**src/eep_pkg.sv**
```systemverilog
// Shared constants and types for the emulated EEPROM control register bank
package eep_pkg;
    // Register offsets (module base relative)
    localparam logic [3:0] OFS_CLKDIV = 4'h0;
    localparam logic [3:0] OFS_TEST_A = 4'h1;
    localparam logic [3:0] OFS_TEST_B = 4'h2;
    localparam logic [3:0] OFS_CONFIG = 4'h3;
    localparam logic [3:0] OFS_PROT = 4'h4;
    localparam logic [3:0] OFS_STATUS = 4'h5;
    localparam logic [3:0] OFS_CMD = 4'h6;
    localparam logic [3:0] OFS_TEST_C = 4'h7;
    localparam logic [3:0] OFS_ADDR_HI = 4'h8;
    localparam logic [3:0] OFS_ADDR_LO = 4'h9;
    // Field positions
    localparam int DIV_LOADED_BIT = 7;
    localparam int PRESCALE_BIT = 6;
    localparam int OPEN_BIT = 7;
    localparam int RANGE_DIS_BIT = 3;
    localparam int BE_IE_BIT = 7;
    localparam int CC_IE_BIT = 6;
    localparam int BE_FLAG_BIT = 7;
    localparam int CC_FLAG_BIT = 6;
    localparam int PROTECTION_VIOLATION_FLAG_BIT = 5;
    // Array geometry
    localparam logic [10:0] PROT_BYTE_ADDR = 11'h7FD;
    localparam logic [10:0] ARRAY_TOP = 11'h7FF;
    localparam int PROT_UNIT_BYTES = 64;
    localparam logic [2:0] PRESCALE_DIV = 3'h7;
    // Reset values
    localparam logic [7:0] RST_ZERO = 8'h00;
    localparam logic [10:0] RST_ADDR = 11'h000;
    // Program/erase request toward the array engine
    typedef struct packed {
        logic valid;
        logic mass;
        logic [10:0] addr;
    } eep_req_t;
endpackage

```
**src/eep_regs.sv**
```systemverilog
// Control, clock divider and sector protection registers of the emulated EEPROM
// Overview of operation
// Divider-loaded bit 7 shows a write happened
// Divider readable; bits 6-0 take first write
// Prescale bit divides oscillator by eight first
// Software keeps algorithm clock 150-200 kHz
// Factory test registers read zero, ignore writes
// Config: two enables read/write, rest zero
// Buffer-empty enable gates its interrupt request
// Complete enable gates its interrupt request
// Protection loaded from stored byte at reset
// User nonvolatile flags read-only, from stored byte
// Open and disable bits only clear
// Size bits lock once range protection on
// Open bit zero protects whole array
// Disable bit removes upper protected range
// Range ends 0x07FF, size (code+1)*64
// Protected program/erase refused, sets violation flag
// Mass erase needs open and disable set
// Software unprotects before rewriting protection byte
// Violation cleared by one, blocks launches
// Divider lock released only by reset
`timescale 1ns/1ps
module eep_regs
    import eep_pkg::*;
(
    // Clock and reset
    input wire logic CLK,
    input wire logic RST,
    input wire logic OSC_CLK_IN,
    // Register port
    input wire logic [3:0] ADDR,
    input wire logic [7:0] WDATA,
    input wire logic WR,
    input wire logic RD,
    output logic [7:0] RDATA,
    // Stored protection byte, valid during reset
    input wire logic [7:0] PROT_BYTE,
    // Command engine side
    input wire eep_req_t CMD_REQ,
    input wire logic BUFFER_EMPTY,
    input wire logic COMMAND_COMPLETE,
    output eep_req_t CMD_GO,
    output logic CMD_REFUSED,
    output logic ALGO_TICK,
    output logic IRQ
);
    logic [6:0] div_ff;
    logic div_loaded_ff;
    logic [1:0] irq_en_ff;
    logic open_ff;
    logic [2:0] nv_ff;
    logic range_dis_ff;
    logic [2:0] size_ff;
    logic protection_violation_flag_ff;
    logic [7:0] cmd_ff;
    logic [10:0] taddr_ff;
    logic [7:0] rdata_ff;
    logic [2:0] pre_ff;
    logic [5:0] cnt_ff;
    logic tick_ff;
    eep_req_t go_ff;
    logic refused_ff;
    logic prev_osc_ff;
    logic osc_edge;
    logic prot_hit;
    logic refuse;
    logic [10:0] prot_base;

    function automatic logic sel(input logic [3:0] a, input logic [3:0] ofs);
        return a == ofs;
    endfunction

    // Divider: first write wins until reset
    always_ff @(posedge CLK) begin
        if (RST) begin
            div_ff <= 7'h00;
            div_loaded_ff <= 1'b0;
        end else if (WR && sel(ADDR, OFS_CLKDIV) && !div_loaded_ff) begin // see
            div_ff <= WDATA[6:0];
            div_loaded_ff <= 1'b1;
        end
    end

    // Oscillator treated as sampled input; edge detect on a registered copy
    always_ff @(posedge CLK) begin
        if (RST) begin
            prev_osc_ff <= 1'b0;
        end else begin
            prev_osc_ff <= OSC_CLK_IN;
        end
    end
    assign osc_edge = OSC_CLK_IN && !prev_osc_ff;

    // Prescaler and six-bit divider give the algorithm tick
    always_ff @(posedge CLK) begin
        if (RST) begin
            pre_ff <= 3'h0;
            cnt_ff <= 6'h00;
            tick_ff <= 1'b0;
        end else begin
            tick_ff <= 1'b0;
            if (osc_edge && div_loaded_ff) begin
                if (div_ff[PRESCALE_BIT] && pre_ff != PRESCALE_DIV) begin
                    pre_ff <= pre_ff + 3'h1;
                end else begin
                    pre_ff <= 3'h0;
                    if (cnt_ff == div_ff[5:0]) begin
                        cnt_ff <= 6'h00;
                        tick_ff <= 1'b1;
                    end else begin
                        cnt_ff <= cnt_ff + 6'h01;
                    end
                end
            end
        end
    end
    assign ALGO_TICK = tick_ff;

    // Interrupt enables
    always_ff @(posedge CLK) begin
        if (RST) begin
            irq_en_ff <= 2'b00;
        end else if (WR && sel(ADDR, OFS_CONFIG)) begin
            irq_en_ff <= WDATA[7:6];
        end
    end
    assign IRQ = (irq_en_ff[1] && BUFFER_EMPTY) || (irq_en_ff[0] && COMMAND_COMPLETE); // see

    // Protection register; reload from the array byte while reset is held
    always_ff @(posedge CLK) begin
        if (RST) begin
            open_ff <= PROT_BYTE[OPEN_BIT];
            nv_ff <= PROT_BYTE[6:4];
            range_dis_ff <= PROT_BYTE[RANGE_DIS_BIT];
            size_ff <= PROT_BYTE[2:0];
        end else if (WR && sel(ADDR, OFS_PROT)) begin
            open_ff <= open_ff & WDATA[OPEN_BIT];
            range_dis_ff <= range_dis_ff & WDATA[RANGE_DIS_BIT];
            if (range_dis_ff) begin
                size_ff <= WDATA[2:0];
            end
        end
    end

    // Lowest protected address: top minus (code+1)*64 plus one
    assign prot_base = ARRAY_TOP - {2'b00, size_ff, 6'h3F};
    always_comb begin
        if (!open_ff) begin
            prot_hit = 1'b1;
        end else if (CMD_REQ.mass) begin
            prot_hit = !range_dis_ff;
        end else begin
            prot_hit = !range_dis_ff && (CMD_REQ.addr >= prot_base);
        end
    end
    assign refuse = CMD_REQ.valid && (prot_hit || protection_violation_flag_ff);

    // Violation flag: set wins over a same-cycle clear by one
    always_ff @(posedge CLK) begin
        if (RST) begin
            protection_violation_flag_ff <= 1'b0;
        end else if (CMD_REQ.valid && prot_hit) begin
            protection_violation_flag_ff <= 1'b1;
        end else if (WR && sel(ADDR, OFS_STATUS) && WDATA[PROTECTION_VIOLATION_FLAG_BIT]) begin
            protection_violation_flag_ff <= 1'b0;
        end
    end

    // Launch toward the array engine, refused ones never leave
    always_ff @(posedge CLK) begin
        if (RST) begin
            go_ff <= '0;
            refused_ff <= 1'b0;
        end else begin
            // Address and kind pass through; only valid is gated
            go_ff <= '{
                valid: CMD_REQ.valid && !refuse,
                mass: CMD_REQ.mass,
                addr: CMD_REQ.addr
            };
            refused_ff <= refuse;
        end
    end
    assign CMD_GO = go_ff;
    assign CMD_REFUSED = refused_ff;

    // Command and address holding registers
    always_ff @(posedge CLK) begin
        if (RST) begin
            cmd_ff <= RST_ZERO;
            taddr_ff <= RST_ADDR;
        end else if (WR) begin
            if (sel(ADDR, OFS_CMD)) begin
                cmd_ff <= WDATA;
            end
            if (sel(ADDR, OFS_ADDR_HI)) begin
                taddr_ff[10:8] <= WDATA[2:0];
            end
            if (sel(ADDR, OFS_ADDR_LO)) begin
                taddr_ff[7:0] <= WDATA;
            end
        end
    end

    // Read mux; test registers and unmapped offsets read zero
    always_ff @(posedge CLK) begin
        if (RST) begin
            rdata_ff <= RST_ZERO;
        end else if (RD) begin
            unique case (ADDR)
                OFS_CLKDIV: rdata_ff <= {div_loaded_ff, div_ff};
                OFS_CONFIG: rdata_ff <= {irq_en_ff, 6'h00};
                OFS_PROT: rdata_ff <= {open_ff, nv_ff, range_dis_ff, size_ff};
                OFS_STATUS: rdata_ff <= {BUFFER_EMPTY, COMMAND_COMPLETE, protection_violation_flag_ff, 5'h00};
                OFS_CMD: rdata_ff <= cmd_ff;
                OFS_ADDR_HI: rdata_ff <= {5'h00, taddr_ff[10:8]};
                OFS_ADDR_LO: rdata_ff <= taddr_ff[7:0];
                default: rdata_ff <= RST_ZERO;
            endcase
        end else begin
            rdata_ff <= RST_ZERO;
        end
    end
    assign RDATA = rdata_ff;
endmodule

```
**config.mk**
```make
export PLATFORM = sky130hd
export DESIGN_NAME = eep_regs
export DESIGN_NICKNAME = d
export VERILOG_FILES = /design/src/eep_pkg.sv /design/src/eep_regs.sv
export SDC_FILE = /design/constraint.sdc
export NUM_CORES = 1
export LEC_CHECK = 0
export BUFFER_PORTS_ARGS = -buffer_cell sky130_fd_sc_hd__buf_2
export CAP_MARGIN = 20
export CORE_MARGIN = 3
export CORE_UTILIZATION = 24
export CTS_CLUSTER_SIZE = 30
export DETAILED_ROUTE_END_ITERATION = 8
export GPL_TIMING_DRIVEN = 0
export PLACE_DENSITY_LB_ADDON = 0.3
export SKIP_LAST_GASP = 1
export SLEW_MARGIN = 10
export SYNTH_ARGS = -nofsm -noshare
export SYNTH_HDL_FRONTEND = slang
export SYNTH_SLANG_ARGS = --single-unit
```
**constraint.sdc**
```tcl
create_clock -name CLK -period 2.2 [get_ports CLK]
set_input_delay 0.22 -clock CLK [delete_from_list [all_inputs] [get_ports CLK]]
set_output_delay 0.22 -clock CLK [all_outputs]
set_load 0.01 [all_outputs]
```
==> run summary <==
Status: completed
Non-Filler Instances: 559
Slew headroom: 34.6%
Fillcell total: 1,289
Final WL: 8.27 mm
Post-CTS setup buffer count: 0
Root Driver: clkbuf_16
DP Wirelength: 6.01 mm
# hold bufs at CTS: 0
DIE AREA: 0.0139 mm2
CP Launch Type: flip-flop
Crit share post-route: 78.8%
Worst EP required: 2.43 ns
Drc violations: 0
Vias: 2,602
Fin crit period: 1.73 ns
Starting Density: 24.8%
GP Congestion: 0.780
Max Root-Sink Buffers: 2
Setup_tns: 0 ns
Vias in the first global route: 2,534
Worst-skew pair later-pin latency: 0.34 ns
Core area: 0.0121 mm2
DR pass1 iterations: 4
Total GRT Usage: 12.1%
GRT overflow: 0
Final #Nets: 432
Cells after Synth: 314
Layout cells sized above 1: 23.8%
Post-synth top flop: dfxtp_1
Core Rows: 40
Post-placement setup slack: 0.120 ns
Die height: 118 um
Diode count: 0
RSZ-0062 raised after global routing: no
WL/cell: 14.8 um
Achievable clock frequency: 577 MHz
Yosys warning count: 0
CTS tree: yes
First-pass GRT wire length: 13.1 mm
Slew @ Worst Pin: 0.981 ns
Syn avg cell area: 9.58 um2
H-tree lvl count: 3
Buffers on Ports: 61
Hold crit path type: in2reg
Die Wd: 118 um
Endpoints failing hold: 0
Syn_nets: 360
CP Max Fanout: 2
Layout Skew: 0.00893 ns
GR Util met2: 19.1%
Placed Cells: 543
Cts bufs inserted: 9
IO Count: 64
Finish-stage setup viols: 0
GR Util met3: 3.70%
Clock transition at path regs: 0.06 ns
Antenna violations before repair: 0
Post-synth ARST share: 0%
Peak supply drop: 0.383 mV
Post-synthesis sequential area ratio: 49.9%
Initial drt markers: 196
Area grow syn2layout: 27.9%
Largest net degree at the start of global routing: 12
Final WS setup: 0.467 ns
P_leak: 1.55 nW
Most Used Layer, Global Route: met2
CP endpoint kind: flip-flop
Yosys reg bits: 71
Via density per instance: 4.65
Cell Area, Synth: 0.00301 mm2
Max cap viols: 0
Number of flops mapped to enable cells by yosys: 8
Worst EP arrival: 1.96 ns
PwrDens: 824 mW/mm2
Slew Limit Fails: 0
Post-CTS Resized: 0
Routed Antenna Nets: 0
M1 GR Usage: 14.7%
Worst Path Class, Setup: reg2reg
Netlist cell types: 41
Clock Sinks: 71
-- sequential cells by signal, indices dropped and copies added, names as in the netlist, 2 cells and up --
register / count
irq_en_ff: 2
taddr_ff: 11
cmd_ff: 8
nv_ff: 3
size_ff: 3
RDATA: 8
div_ff: 7
CMD_GO: 13
cnt_ff: 6
pre_ff: 3
-- cells in the mapped netlist, types with 2 or more instances --
cell / instances / share of area (%)
nor4bb_1: 2 / 0.67
a22o_1: 3 / 0.87
and4bb_2: 2 / 0.83
xnor2_1: 11 / 3.2
o21ai_0: 3 / 0.50
edfxtp_1: 8 / 8.0
nor4_1: 3 / 0.62
nor2_1: 20 / 2.5
a31oi_1: 8 / 1.7
nand3_1: 26 / 4.3
buf_2: 8 / 1.3
mux2i_1: 10 / 3.3
nor2b_1: 17 / 3.5
ha_1: 6 / 2.5
clkbuf_1: 7 / 0.87
dfxtp_1: 63 / 42
mux2_2: 3 / 1.1
a22oi_1: 16 / 4.0
buf_1: 2 / 0.25
nand2_1: 42 / 5.2
a21oi_1: 25 / 4.2
nor3_1: 5 / 0.83
inv_1: 6 / 0.75
-- cells in the final DEF (no fill, tap or decap), types with 3 or more instances in the layout --
cell type and count:
ha_1 6, mux2i_1 10, a31oi_1 8, mux2_2 3
clkbuf_16 9, o21ai_0 3, xnor2_1 11, clkbuf_1 8
nor2_1 20, buf_2 69, nor4_1 3, a22oi_1 16
dfxtp_1 63, a22o_1 3, nand2_1 42, nor2b_1 17
inv_1 6, nor3_1 5, edfxtp_1 8, nand3_1 26
a21oi_1 25
-- power breakdown --
group	switching, mW	internal (mW)
Sequential	0.0190	1.35
Clock	0.537	1.05
Combinational	0.133	0.0868
-- worst paths after layout --
| check | depth (start not counted) | from | slack [ns] | endpoint |
|---|---|---|---|---|
| setup / recovery | 5 | size_ff[1] | 0.47 | CMD_REFUSED |
| hold reg to reg | 2 | cmd_ff[1] | 0.45 | cmd_ff[1] |
| hold / removal | 1 | PROT_BYTE[4] | 0.06 | nv_ff[0] |
| setup reg to reg | 5 | size_ff[1] | 0.47 | CMD_REFUSED |
-- cell families (layout without fill, tap and decap cells) --
family | count (synthesis) | count (layout) | share of synthesized area [%]
xor+xnor | 12 | 12 | 3.49
fa+ha+maj | 6 | 6 | 2.49
simple gates | 127 | 127 | 22.7
compound gates | 62 | 62 | 13.8
flops | 71 | 71 | 49.9
buf+inv | 23 | 100 | 3.20
mux | 13 | 13 | 4.45
-- through the flow --
step           hold slack (ns)  area, um2  utilization, %  total power [mW]
2_1_floorplan            0.319       3010               -              1.51
3_3_place_gp             0.398       3520            29.1              1.61
5_1_grt                 0.0556       3850            31.8              3.29
3_5_place_dp             0.400       3520            29.1              1.62
6_report                0.0615       3850            31.8              3.17
4_1_cts                 0.0483       3850            31.8              3.20
-- critical path, stage by stage, from the launching register on --
cell and delay (ns):
edfxtp_1 0.41, ha_1 0.30, nor2b_1 0.12, o21ai_0 0.32, a31oi_1 0.17, o311a_1 0.31
-- metal layers --
metal / share of wire [%] / routed length [um] / vias up
li1: - / - / 1270
met1: 47 / 3860 / 1244
met2: 46 / 3810 / 68
met3: 4.5 / 375 / 20
met4: 2.8 / 231 / 0
met5: 0 / 0 / -
-- layout make-up --
class	instances	area, um2	share of cell area [%]
sequential	71	1500	39.0
multi-input combinational	220	1410	36.7
timing repair buffer	61	305	7.93
clock buffer	12	256	6.66
tap	168	210	5.46
buffer	17	73.8	1.92
clock inverter	4	67.6	1.76
inverter	6	22.5	0.585
Power figures use the tool's default switching activity.
